[src/include/xip_cache_pkg.sv]
// Package with register map, field layout, reset values and carriers of the XIP cache controller.
package xip_cache_pkg;

  // ==========================================================================
  // Register byte offsets
  localparam logic [7:0] CACHE_CONTROL_OFS = 8'h00;
  localparam logic [7:0] TAG_CLEAR_TRIGGER_OFS = 8'h04;
  localparam logic [7:0] CACHE_STATUS_OFS = 8'h08;
  localparam logic [7:0] IRQ_STATUS_OFS = 8'h20;
  localparam logic [7:0] IRQ_MASK_OFS = 8'h24;

  // ==========================================================================
  // Field positions
  localparam int CTRL_CACHE_ON_BIT = 0;
  localparam int CTRL_BAD_ALIAS_BIT = 1;
  localparam int CTRL_CACHE_SLEEP_BIT = 3;
  localparam int TRIGGER_BIT = 0;
  localparam int STAT_DONE_BIT = 0;
  localparam int STAT_EMPTY_BIT = 1;
  localparam int STAT_FULL_BIT = 2;
  localparam int IRQ_CLEAR_DONE_BIT = 0;
  localparam int IRQ_ALIAS_FAULT_BIT = 1;
  localparam int IRQ_SRAM_ERROR_BIT = 2;
  localparam int IRQ_W = 3;

  // ==========================================================================
  // Reset values
  localparam logic CACHE_ON_RESET = 1'b1;
  localparam logic BAD_ALIAS_RESET = 1'b1;
  localparam logic CACHE_SLEEP_RESET = 1'b0;
  localparam logic [IRQ_W-1:0] IRQ_MASK_RESET = 3'h0;

  // ==========================================================================
  // Address aliases and stream FIFO
  localparam logic [1:0] ALIAS_CACHE_ALLOC = 2'h0;
  localparam int STREAM_DEPTH = 2;

  // ==========================================================================
  // Carriers
  typedef struct packed {
    logic valid;
    logic write;
    logic sram;
    logic [1:0] alias_sel;
    logic [31:0] addr;
    logic [31:0] wdata;
  } xip_req_t;

  typedef struct packed {
    logic ready;
    logic error;
    logic [31:0] rdata;
  } xip_rsp_t;

  typedef struct packed {
    logic valid;
    logic [31:0] addr;
  } flash_req_t;

  typedef enum logic [2:0] {
    ST_IDLE = 3'b001,
    ST_FLASH = 3'b010,
    ST_RESP = 3'b100
  } xip_state_t;

endpackage

[src/logic/xip_cache_control_status.sv]
// Control, status and lookup logic of the execute-in-place read cache.
// Functional notes
// - Sleep bit powers down memories, contents kept.
// - Writing sleep one forces cache enable off.
// - SRAM-mode access while asleep returns bus error.
// - Non-allocating alias writes fault or drop silently.
// - Allocating alias write invalidates matching tag entry unless asleep.
// - Cache disabled: every non-SRAM read goes to flash.
// - Enabled: valid tag hit skips flash access for alias_sel values 0 and 1.
// - Enabled: SRAM-mode access errors, data untouched.
// - Trigger write clears tags, keeps data memory.
// - SRAM contents survive tag clear and reset.
// - Trigger register read stalls until clear finishes.
// - Done bit low during clear, else high.
// - Block reset starts an automatic tag clear.
// - Streaming FIFO holds exactly two words.
// - Full flag high exactly at two entries.
// - Empty flag high at zero entries, resets high.
`timescale 1ns/10ps
`default_nettype none

module xip_cache_control_status #(
  parameter int LINES = 16
) (
  input wire logic clk,
  input wire logic rst_n,
  input wire logic [7:0] avs_address,
  input wire logic avs_read,
  input wire logic avs_write,
  input wire logic [31:0] avs_writedata,
  input wire logic [3:0] avs_byteenable,
  output logic [31:0] avs_readdata,
  output logic avs_waitrequest,
  output logic [1:0] avs_response,
  input wire xip_cache_pkg::xip_req_t xip_req,
  output xip_cache_pkg::xip_rsp_t xip_rsp,
  output xip_cache_pkg::flash_req_t flash_req,
  input wire logic flash_ack,
  input wire logic [31:0] flash_rdata,
  input wire logic stream_push,
  input wire logic stream_pop,
  output logic irq
);

  localparam int IDX_W = $clog2(LINES);
  localparam logic [IDX_W-1:0] LAST_IDX = IDX_W'(LINES - 1);
  localparam int LVL_W = $clog2(xip_cache_pkg::STREAM_DEPTH + 1);
  localparam logic [LVL_W-1:0] LVL_FULL = LVL_W'(xip_cache_pkg::STREAM_DEPTH);
  localparam logic [LVL_W-1:0] LVL_EMPTY = '0;

  function automatic logic [IDX_W-1:0] line_of(input logic [31:0] a);
    line_of = a[IDX_W+1:2];
  endfunction

  // ==========================================================================
  // Register state
  logic cache_on_reg;
  logic bad_alias_reg;
  logic cache_sleep_reg;
  logic trigger_reg;
  logic clear_busy_reg;
  logic [IDX_W-1:0] clear_idx_reg;
  logic [LVL_W-1:0] stream_level_reg;
  logic [xip_cache_pkg::IRQ_W-1:0] irq_status_reg;
  logic [xip_cache_pkg::IRQ_W-1:0] irq_mask_reg;
  logic [xip_cache_pkg::IRQ_W-1:0] irq_event;
  logic [31:0] rd_value;
  logic wr_fire;
  logic rd_stall;
  logic clear_finish;

  // Tag and valid arrays are deliberately not reset: the walker clears valid
  // bits, and the data array must keep SRAM contents across reset.
  logic [29:0] tag_mem [LINES];
  logic valid_mem [LINES];
  logic [31:0] data_mem [LINES];

  xip_cache_pkg::xip_state_t state_reg;

  assign wr_fire = avs_write && !avs_waitrequest;
  assign clear_finish = clear_busy_reg && !trigger_reg && (clear_idx_reg == LAST_IDX);
  // A pending trigger counts as an ongoing clear, so no early release is possible.
  assign rd_stall = (avs_address == xip_cache_pkg::TAG_CLEAR_TRIGGER_OFS) &&
                    (clear_busy_reg || trigger_reg);

  // ==========================================================================
  // Read mux
  always_comb
  begin
    rd_value = 32'h0;
    unique case (avs_address)
      xip_cache_pkg::CACHE_CONTROL_OFS:
      begin
        rd_value[xip_cache_pkg::CTRL_CACHE_ON_BIT] = cache_on_reg;
        rd_value[xip_cache_pkg::CTRL_BAD_ALIAS_BIT] = bad_alias_reg;
        rd_value[xip_cache_pkg::CTRL_CACHE_SLEEP_BIT] = cache_sleep_reg;
      end
      xip_cache_pkg::TAG_CLEAR_TRIGGER_OFS:
      begin
        rd_value[xip_cache_pkg::TRIGGER_BIT] = trigger_reg;
      end
      xip_cache_pkg::CACHE_STATUS_OFS:
      begin
        rd_value[xip_cache_pkg::STAT_DONE_BIT] = !clear_busy_reg;
        rd_value[xip_cache_pkg::STAT_EMPTY_BIT] = (stream_level_reg == LVL_EMPTY);
        rd_value[xip_cache_pkg::STAT_FULL_BIT] = (stream_level_reg == LVL_FULL);
      end
      xip_cache_pkg::IRQ_STATUS_OFS:
      begin
        rd_value[xip_cache_pkg::IRQ_W-1:0] = irq_status_reg;
      end
      xip_cache_pkg::IRQ_MASK_OFS:
      begin
        rd_value[xip_cache_pkg::IRQ_W-1:0] = irq_mask_reg;
      end
      default:
      begin
        rd_value = 32'h0;
      end
    endcase
  end

  // ==========================================================================
  // Avalon-MM handshake
  // Every access gets exactly one low cycle of waitrequest; the extra idle
  // cycle between accesses trades throughput for a purely registered output.
  always_ff @(posedge clk)
  begin
    if (!rst_n)
    begin
      avs_waitrequest <= 1'b1;
      avs_readdata <= 32'h0;
      avs_response <= 2'h0;
    end
    else if (avs_waitrequest && (avs_write || (avs_read && !rd_stall)))
    begin
      avs_waitrequest <= 1'b0;
      avs_readdata <= avs_read ? rd_value : 32'h0;
      avs_response <= 2'h0;
    end
    else
    begin
      avs_waitrequest <= 1'b1;
    end
  end

  // ==========================================================================
  // Control register
  always_ff @(posedge clk)
  begin
    if (!rst_n)
    begin
      cache_on_reg <= xip_cache_pkg::CACHE_ON_RESET;
      bad_alias_reg <= xip_cache_pkg::BAD_ALIAS_RESET;
      cache_sleep_reg <= xip_cache_pkg::CACHE_SLEEP_RESET;
    end
    else if (wr_fire && avs_byteenable[0] &&
             avs_address == xip_cache_pkg::CACHE_CONTROL_OFS)
    begin
      bad_alias_reg <= avs_writedata[xip_cache_pkg::CTRL_BAD_ALIAS_BIT];
      cache_sleep_reg <= avs_writedata[xip_cache_pkg::CTRL_CACHE_SLEEP_BIT];
      cache_on_reg <= avs_writedata[xip_cache_pkg::CTRL_CACHE_ON_BIT] &&
                      !avs_writedata[xip_cache_pkg::CTRL_CACHE_SLEEP_BIT];
    end
  end

  // ==========================================================================
  // Tag clear trigger and walker
  always_ff @(posedge clk)
  begin
    if (!rst_n)
    begin
      trigger_reg <= 1'b0;
    end
    else if (wr_fire && avs_byteenable[0] &&
             avs_address == xip_cache_pkg::TAG_CLEAR_TRIGGER_OFS &&
             avs_writedata[xip_cache_pkg::TRIGGER_BIT])
    begin
      trigger_reg <= 1'b1;
    end
    else
    begin
      trigger_reg <= 1'b0;
    end
  end

  // A trigger during a running clear restarts the walk from line zero.
  always_ff @(posedge clk)
  begin
    if (!rst_n)
    begin
      clear_busy_reg <= 1'b1;
      clear_idx_reg <= '0;
    end
    else if (trigger_reg)
    begin
      clear_busy_reg <= 1'b1;
      clear_idx_reg <= '0;
    end
    else if (clear_busy_reg)
    begin
      clear_idx_reg <= clear_idx_reg + IDX_W'(1);
      if (clear_finish)
      begin
        clear_busy_reg <= 1'b0;
      end
    end
  end

  // ==========================================================================
  // Streaming FIFO level
  always_ff @(posedge clk)
  begin
    if (!rst_n)
    begin
      stream_level_reg <= LVL_EMPTY;
    end
    else
    begin
      unique case ({stream_push && stream_level_reg != LVL_FULL,
                    stream_pop && stream_level_reg != LVL_EMPTY})
        2'b10: stream_level_reg <= stream_level_reg + LVL_W'(1);
        2'b01: stream_level_reg <= stream_level_reg - LVL_W'(1);
        default: stream_level_reg <= stream_level_reg;
      endcase
    end
  end

  // ==========================================================================
  // XIP access engine
  logic take;
  logic [IDX_W-1:0] req_line;
  logic tag_hit;

  assign take = (state_reg == xip_cache_pkg::ST_IDLE) && xip_req.valid && !clear_busy_reg;
  assign req_line = line_of(xip_req.addr);
  assign tag_hit = valid_mem[req_line] && (tag_mem[req_line] == xip_req.addr[31:2]);

  always_ff @(posedge clk)
  begin
    if (!rst_n)
    begin
      state_reg <= xip_cache_pkg::ST_IDLE;
      xip_rsp <= '0;
      flash_req <= '0;
      irq_event <= '0;
    end
    else
    begin
      irq_event <= '0;
      unique case (state_reg)
        xip_cache_pkg::ST_IDLE:
        begin
          if (take)
          begin
            state_reg <= xip_cache_pkg::ST_RESP;
            xip_rsp.ready <= 1'b1;
            xip_rsp.error <= 1'b0;
            xip_rsp.rdata <= 32'h0;
            if (xip_req.sram)
            begin
              if (cache_sleep_reg || cache_on_reg)
              begin
                xip_rsp.error <= 1'b1;
                irq_event[xip_cache_pkg::IRQ_SRAM_ERROR_BIT] <= 1'b1;
              end
              else if (!xip_req.write)
              begin
                xip_rsp.rdata <= data_mem[req_line];
              end
            end
            else if (xip_req.write)
            begin
              if (xip_req.alias_sel != xip_cache_pkg::ALIAS_CACHE_ALLOC && bad_alias_reg)
              begin
                xip_rsp.error <= 1'b1;
                irq_event[xip_cache_pkg::IRQ_ALIAS_FAULT_BIT] <= 1'b1;
              end
            end
            else if (cache_on_reg && !xip_req.alias_sel[1] && tag_hit)
            begin
              xip_rsp.rdata <= data_mem[req_line];
            end
            else
            begin
              state_reg <= xip_cache_pkg::ST_FLASH;
              xip_rsp.ready <= 1'b0;
              flash_req.valid <= 1'b1;
              flash_req.addr <= xip_req.addr;
            end
          end
        end
        xip_cache_pkg::ST_FLASH:
        begin
          if (flash_ack)
          begin
            flash_req.valid <= 1'b0;
            xip_rsp.ready <= 1'b1;
            xip_rsp.error <= 1'b0;
            xip_rsp.rdata <= flash_rdata;
            state_reg <= xip_cache_pkg::ST_RESP;
          end
        end
        xip_cache_pkg::ST_RESP:
        begin
          xip_rsp.ready <= 1'b0;
          xip_rsp.error <= 1'b0;
          state_reg <= xip_cache_pkg::ST_IDLE;
        end
      endcase
      if (clear_finish)
      begin
        irq_event[xip_cache_pkg::IRQ_CLEAR_DONE_BIT] <= 1'b1;
      end
    end
  end

  // ==========================================================================
  // Cache memories
  // The request is held stable while in the flash state, so its line and
  // address can be reused for the fill.
  always_ff @(posedge clk)
  begin
    if (clear_busy_reg && !trigger_reg)
    begin
      valid_mem[clear_idx_reg] <= 1'b0;
    end
    else if (take && xip_req.sram && xip_req.write && !cache_sleep_reg && !cache_on_reg)
    begin
      data_mem[req_line] <= xip_req.wdata;
    end
    else if (take && !xip_req.sram && xip_req.write &&
             xip_req.alias_sel == xip_cache_pkg::ALIAS_CACHE_ALLOC && tag_hit &&
             !cache_sleep_reg)
    begin
      valid_mem[req_line] <= 1'b0;
    end
    else if (state_reg == xip_cache_pkg::ST_FLASH && flash_ack && cache_on_reg &&
             xip_req.alias_sel == xip_cache_pkg::ALIAS_CACHE_ALLOC)
    begin
      valid_mem[req_line] <= 1'b1;
      tag_mem[req_line] <= xip_req.addr[31:2];
      data_mem[req_line] <= flash_rdata;
    end
  end

  // ==========================================================================
  // Interrupts
  always_ff @(posedge clk)
  begin
    if (!rst_n)
    begin
      irq_status_reg <= '0;
      irq_mask_reg <= xip_cache_pkg::IRQ_MASK_RESET;
      irq <= 1'b0;
    end
    else
    begin
      // New events win over a simultaneous write-one-to-clear.
      if (wr_fire && avs_byteenable[0] && avs_address == xip_cache_pkg::IRQ_STATUS_OFS)
      begin
        irq_status_reg <= (irq_status_reg & ~avs_writedata[xip_cache_pkg::IRQ_W-1:0]) |
                          irq_event;
      end
      else
      begin
        irq_status_reg <= irq_status_reg | irq_event;
      end
      if (wr_fire && avs_byteenable[0] && avs_address == xip_cache_pkg::IRQ_MASK_OFS)
      begin
        irq_mask_reg <= avs_writedata[xip_cache_pkg::IRQ_W-1:0];
      end
      irq <= |(irq_status_reg & irq_mask_reg);
    end
  end

endmodule

`default_nettype wire

[config.mk]
export PLATFORM = sky130hd
export DESIGN_NAME = xip_cache_control_status
export DESIGN_NICKNAME = d
export VERILOG_FILES = /design/src/include/xip_cache_pkg.sv /design/src/logic/xip_cache_control_status.sv
export SDC_FILE = /design/constraint.sdc
export NUM_CORES = 1
export LEC_CHECK = 0
export ABC_CLOCK_PERIOD_IN_PS = 9220
export BUFFER_PORTS_ARGS = -buffer_cell sky130_fd_sc_hd__buf_4
export CAP_MARGIN = 20
export CELL_PAD_IN_SITES_DETAIL_PLACEMENT = 0
export CELL_PAD_IN_SITES_GLOBAL_PLACEMENT = 1
export CORE_UTILIZATION = 56
export DETAILED_ROUTE_END_ITERATION = 16
export GPL_TIMING_DRIVEN = 0
export PLACE_DENSITY = 0.8
export SLEW_MARGIN = 20
export SYNTH_ARGS = -nofsm -noshare
export SYNTH_HDL_FRONTEND = slang
export SYNTH_SLANG_ARGS = --single-unit
[constraint.sdc]
create_clock -name clk -period 9.22 [get_ports clk]
set_input_delay 0.461 -clock clk [delete_from_list [all_inputs] [get_ports clk]]
set_output_delay 0.461 -clock clk [all_outputs]
set_load 0.01 [all_outputs]
==> reports/summary.txt, run 1 <==
status: finished clean
mux contribution to synthesized area: 15.1%
PortBufs: 191
final worst path period need: 5.85 ns
pwr dens: 198 nW/um^2
RSZ-0062 raised after global routing: false
row count: 103
combinational family with the most area after synthesis: multiplexers
post-detail-place hpwl: 80.7 mm
DR WL/cell: 29.7 um
CP Class: in -> reg
Sequential cell area: 32200 um^2
Synth warnings: 0
largest net degree at the start of global routing: 26
cells resized by post-CTS repair: 0
critical-path maximum fanout: 17
ranking of synthesized cells by area: edfxtp_1, mux4_2, dfxtp_1
Multi-input gate area: 11800 um^2
x dimension of the die: 284 um
Main synth FF type: edfxtp_1
CP max stage cell: clkbuf_1
Core Box Area: 79000 um^2
final clock skew: 0.0255 ns
DP Cell Count: 3876
worst vdd ir: 179 uV
top flop regs: data_mem x512, tag_mem x480, xip_rsp x34
global route overflow: 0
FF+latch count, synth: 1103
Reg with most FFs: data_mem
full die area: 80900 um^2
count of boundary I/O pins: 255
worst relative slew slack: 26.7%
post-layout util: 66.5%
Post-Place Worst Slack: 2.96 ns
Synth Area in Adders: 0.0560%
post-synth top area cell: edfxtp_1
Setup Buffers After CTS: 0
Distinct cells, synth: 73
layout cell share with drive strength beyond 1: 27.2%
initial antenna violation count: 0
Clock Latency Late Sink: 0.68 ns
WL final: 121 mm
Clk pin slew, worst setup/hold paths: 0.06 ns
peak per-stage delay on the critical path: 0.86 ns
vias in the first global route: 26.4k
total negative slack: 0 ns
Syn Area/Cell: 17.5 um^2
DRT antenna net count: 0
required time worst endpoint: 9.63 ns
Layout area overhead: 17.6%
Hold Vio Cnt, Final: 0
Final period util: 63.5%
worst path bufs/invs: 11
Slew @ Worst Pin: 1.10 ns
drt drc: 0
Pins Over Slew Limit: 0
post-synthesis xor/xnor area fraction: 0.667%
critical path cell sequence: buf_4, buf_4, buf_2, buf_2, buf_2, clkbuf_1, clkbuf_1, buf_1, or2_2, clkbuf_1, or2_2, nor2_4, buf_8, buf_16
FILL cells: 5294
Root Driver: clkbuf_16
ys async rst share: 0%
area share of the largest cell type after synthesis: 67.8%
First-pass DRT Iterations: 5
CTS tree: built
vias per cell: 6.32
hold_buf cts: 0
Clock Tree Buf Depth: 3
gr usage total: 30.2%
Leak: 17.9 nW
htree depth: 3
CTS Buf Count: 106
max_cap viols: 0
crit end category: flop
global-route wire length before repair: 175 mm
Worst Setup Start Kind: input pin
Worst EP arrival: 6.26 ns
GP Congestion: 0.867
register area share after synthesis: 72.0%
commonest non-fill, non-tap cells in the layout: edfxtp_1, nand2_1, buf_4
Hold Path Class: in -> reg
FMAX: 171 MHz
Iteration-0 DRC Markers: 2840
final non-filler cell total: 4076
number of flops mapped to enable cells by yosys: 1008
via count: 25.8k
Post-Syn Instances: 2556
Simple-Gate Fraction of Synth Area: 5.62%
die height: 284 um
Crit path max-delay family: buffers and inverters
initial core utilization: 56.5%
clock sink total: 1103
post-synthesis compound-gate area fraction: 4.11%
final setup margin: 3.37 ns
Final setup viols: 0
nets@finish: 3088
Mapped Area: 44700 um^2
commonest non-fill, non-tap cell in the layout: edfxtp_1
max reg flops: 512
worst paths after layout:
kind                                 start                            to  slack (ns)  cells after the start
setup / recovery               xip_req[37]      tag_mem[3][27]$_DFFE_PP_        3.37                     14
hold reg to reg    irq_event[0]$_SDFF_PN0_  irq_status_reg[0]$_SDFF_PN0_        0.46                      2
hold / removal            avs_writedata[1]    bad_alias_reg$_SDFFE_PN1P_        0.05                      3
setup reg to reg  xip_rsp[33]$_SDFFE_PN0P_    data_mem[10][28]$_DFFE_PP_        4.66                      9
routing by layer:
| layer | vias to the layer above | global-route usage (%) | part of all wire [%] | routed length [um] |
|---|---|---|---|---|
| met5 | - | 0 | 0 | 0 |
| met4 | 0 | 10.8 | 3.4 | 4130 |
| met3 | 254 | 4.62 | 8.0 | 9650 |
| met2 | 1317 | 51.9 | 51 | 62100 |
| met1 | 13400 | 39.1 | 37 | 45100 |
| li1 | 10800 | - | - | - |
synthesized netlist by cell type (all sizes together), types with 5 or more instances:
library cell / instances
and3: 7
or2: 38
nor3: 15
nor2: 97
nand3b: 9
a31oi: 38
o21ai: 53
a221oi: 9
nand2b: 11
or4: 35
nor2b: 18
nor3b: 5
xor2: 17
o22ai: 14
buf: 106
xnor2: 17
a21oi: 79
nand3: 26
mux2: 45
a22oi: 21
mux4: 202
or3: 6
clkbuf: 74
inv: 12
and2: 7
nand2: 240
edfxtp: 1008
nand4: 6
mux2i: 168
o31ai: 20
dfxtp: 95
kinds of logic (layout without fill, tap and decap cells):
| group | count (synthesis) | count (layout) |
|---|---|---|
| DFF | 1103 | 1103 |
| and+or+nand+nor | 527 | 527 |
| muxes | 415 | 415 |
| AOI/OAI and AO/OA | 280 | 280 |
| buffers and inverters | 194 | 634 |
| xor gates and xnor gates | 34 | 34 |
| adders and majority gates | 2 | 2 |
| other | 1 | 31 |
cell type report:
type | count | share of cell area, %
well taps | 1050 | 2.50
repair buffers | 241 | 5.13
flip-flops and latches | 1103 | 61.3
multi-input cells | 1288 | 22.4
clock buffers | 145 | 5.66
clock inverters | 54 | 0.963
inverters | 14 | 0.102
plain buffers | 180 | 1.97
diodes | 1 | 0.00477
report_power, final:
part	switching, W	total (W)	internal, W	leakage (nW)
clock	0.00183	0.00434	0.00250	1.70
combinational	0.000368	0.000604	0.000235	6.39
sequential	0.00000913	0.00547	0.00546	9.85
metrics by stage:
step	cell area [um^2]	hold slack, ns	total power [W]
after floorplan	44800	0.434	0.00593
after global placement	47500	0.444	0.00615
after detailed placement	49000	0.450	0.00617
after CTS	52500	0.0274	0.0104
after global routing	52500	0.0356	0.0107
final	52500	0.0498	0.0104
worst min-delay path, stage by stage:
cell and delay (ns):
buf_4 0.10, mux2i_1 0.06, nand2_1 0.06
(Power assumes the default switching activity.)
==> inputs of run 2 (changes only) <==
--- a/config.mk
+++ b/config.mk
@@ -5,15 +5,15 @@
 export SDC_FILE = /design/constraint.sdc
 export NUM_CORES = 1
 export LEC_CHECK = 0
-export ABC_CLOCK_PERIOD_IN_PS = 9220
+export ABC_CLOCK_PERIOD_IN_PS = 6100
 export BUFFER_PORTS_ARGS = -buffer_cell sky130_fd_sc_hd__buf_4
 export CAP_MARGIN = 20
 export CELL_PAD_IN_SITES_DETAIL_PLACEMENT = 0
 export CELL_PAD_IN_SITES_GLOBAL_PLACEMENT = 1
-export CORE_UTILIZATION = 56
+export CORE_UTILIZATION = 52
 export DETAILED_ROUTE_END_ITERATION = 16
 export GPL_TIMING_DRIVEN = 0
-export PLACE_DENSITY = 0.8
+export PLACE_DENSITY = 0.75
 export SLEW_MARGIN = 20
 export SYNTH_ARGS = -nofsm -noshare
 export SYNTH_HDL_FRONTEND = slang
==> constraint.sdc (replaced) <==
create_clock -name clk -period 6.1 [get_ports clk]
set_input_delay 0.305 -clock clk [delete_from_list [all_inputs] [get_ports clk]]
set_output_delay 0.305 -clock clk [all_outputs]
set_load 0.01 [all_outputs]
==> reports/summary.txt, run 2 (synthesis results as in run 1) <==
Reg with most FFs: data_mem
peak per-stage delay on the critical path: 0.91 ns
drt drc: 0
RSZ-0062 raised after global routing: false
Worst EP arrival: 5.86 ns
post-layout util: 62.1%
htree depth: 3
layout cell share with drive strength beyond 1: 26.3%
max_cap viols: 0
PortBufs: 191
WL final: 122 mm
Hold Path Class: in -> reg
nets@finish: 3138
final clock skew: 0.0209 ns
FMAX: 184 MHz
crit end category: flop
row count: 107
Hold Vio Cnt, Final: 0
Iteration-0 DRC Markers: 2580
vias in the first global route: 26.2k
cells resized by post-CTS repair: 0
CP max stage cell: clkbuf_1
Pins Over Slew Limit: 0
global route overflow: 0
required time worst endpoint: 6.53 ns
clock sink total: 1103
CTS tree: built
initial core utilization: 52.5%
Setup Buffers After CTS: 0
largest net degree at the start of global routing: 26
full die area: 87100 um^2
count of boundary I/O pins: 255
initial antenna violation count: 1
Power Total: 0.0157 W
via count: 25.6k
pwr dens: 297 nW/um^2
CP Class: in -> reg
commonest non-fill, non-tap cell in the layout: edfxtp_1
critical-path maximum fanout: 14
top flop regs: data_mem x512, tag_mem x480, xip_rsp x34
Leak: 18.1 nW
post-detail-place hpwl: 79.9 mm
worst relative slew slack: 22.2%
Clock Tree Buf Depth: 3
final worst path period need: 5.43 ns
Layout area overhead: 18.4%
vias per cell: 6.07
max reg flops: 512
Core Box Area: 85100 um^2
commonest non-fill, non-tap cells in the layout: edfxtp_1, nand2_1, buf_4
Clock Latency Late Sink: 0.68 ns
critical path cell sequence: buf_4, buf_4, buf_2, buf_2, buf_2, clkbuf_1, clkbuf_1, buf_1, or2_2, clkbuf_1, or2_2, nor2_4, buf_16, buf_16
Clk pin slew, worst setup/hold paths: 0.06 ns
status: finished clean
x dimension of the die: 295 um
Slew @ Worst Pin: 1.17 ns
CTS Buf Count: 109
hold_ws: 0.0209 ns
DR WL/cell: 28.8 um
Final setup viols: 0
DRT antenna net count: 0
First-pass DRT Iterations: 6
Root Driver: clkbuf_16
gr usage total: 28.2%
worst vdd ir: 264 uV
Inserted Diodes: 0
GP Congestion: 0.836
hold_buf cts: 57
Worst Setup Start Kind: input pin
Final period util: 89.1%
die height: 295 um
global-route wire length before repair: 175 mm
-- run 2: cell count changes in the layout (fill, tap and decap cells not counted), moves of 2 or more --
cell           delta
clkinv_8          +2
clkbuf_1         +10
clkinvlp_4        -2
buf_16           -10
clkbuf_16         +2
bufinv_16         -5
dlygate4sd3_1    +57
inv_16            +2
-- run 2: path summary, 6_finish.rpt --
kind,slack [ns],endpoint,startpoint,cells after the start
max,0.67,tag_mem[2][26]$_DFFE_PP_,xip_req[37],14
min,0.02,tag_mem[6][22]$_DFFE_PP_,xip_req[56],1
max reg2reg,1.49,data_mem[13][16]$_DFFE_PP_,xip_rsp[33]$_SDFFE_PN0P_,9
min reg2reg,0.46,flash_req[27]$_SDFFE_PN0P_,flash_req[27]$_SDFFE_PN0P_,2
-- run 2: stage by stage --
stage | cells | setup TNS (ns) | area (um^2) | setup slack (ns)
after floorplan | 2585 | 0 | 44800 | 1.86
after global placement | 3920 | -1163.79 | 47600 | -1.97
after detailed placement | 3960 | -6.58 | 48900 | -0.132
after CTS | 4223 | 0 | 52900 | 0.695
after global routing | 4223 | 0 | 52900 | 0.575
final | 4223 | 0 | 52900 | 0.665
-- run 2: critical path, delay by kind of cell --
kind                   cells  cell delay, ns
buffers and inverters     11            4.74
and+or+nand+nor            3            0.76
-- run 2: per-layer routing --
metal  share of wire (%)  global-route usage, %  up-vias  wire (um)
met1                  38                   36.2    13300      46100
li1                    -                      -    10900          -
met4                 3.6                   10.2        2       4360
met3                 6.8                   3.67      252       8290
met5               0.011                      0        -         13
met2                  52                   49.3     1116      62800
-- run 2: final cells by class --
class	count	area (um^2)
buffer	180	1030
clock buffer	156	3050
clock inverter	50	400
fill	6166	32300
inverter	14	53.8
multi-input combinational	1288	11800
sequential	1103	32200
tap	1144	1430
timing repair buffer	288	3000
-- run 2: power breakdown --
part           internal [W]  total [W]  switching, W
Combinational      0.000379   0.000941      0.000562
Clock               0.00365    0.00650       0.00285
Sequential          0.00825    0.00827     0.0000145
Total                0.0123     0.0157       0.00343
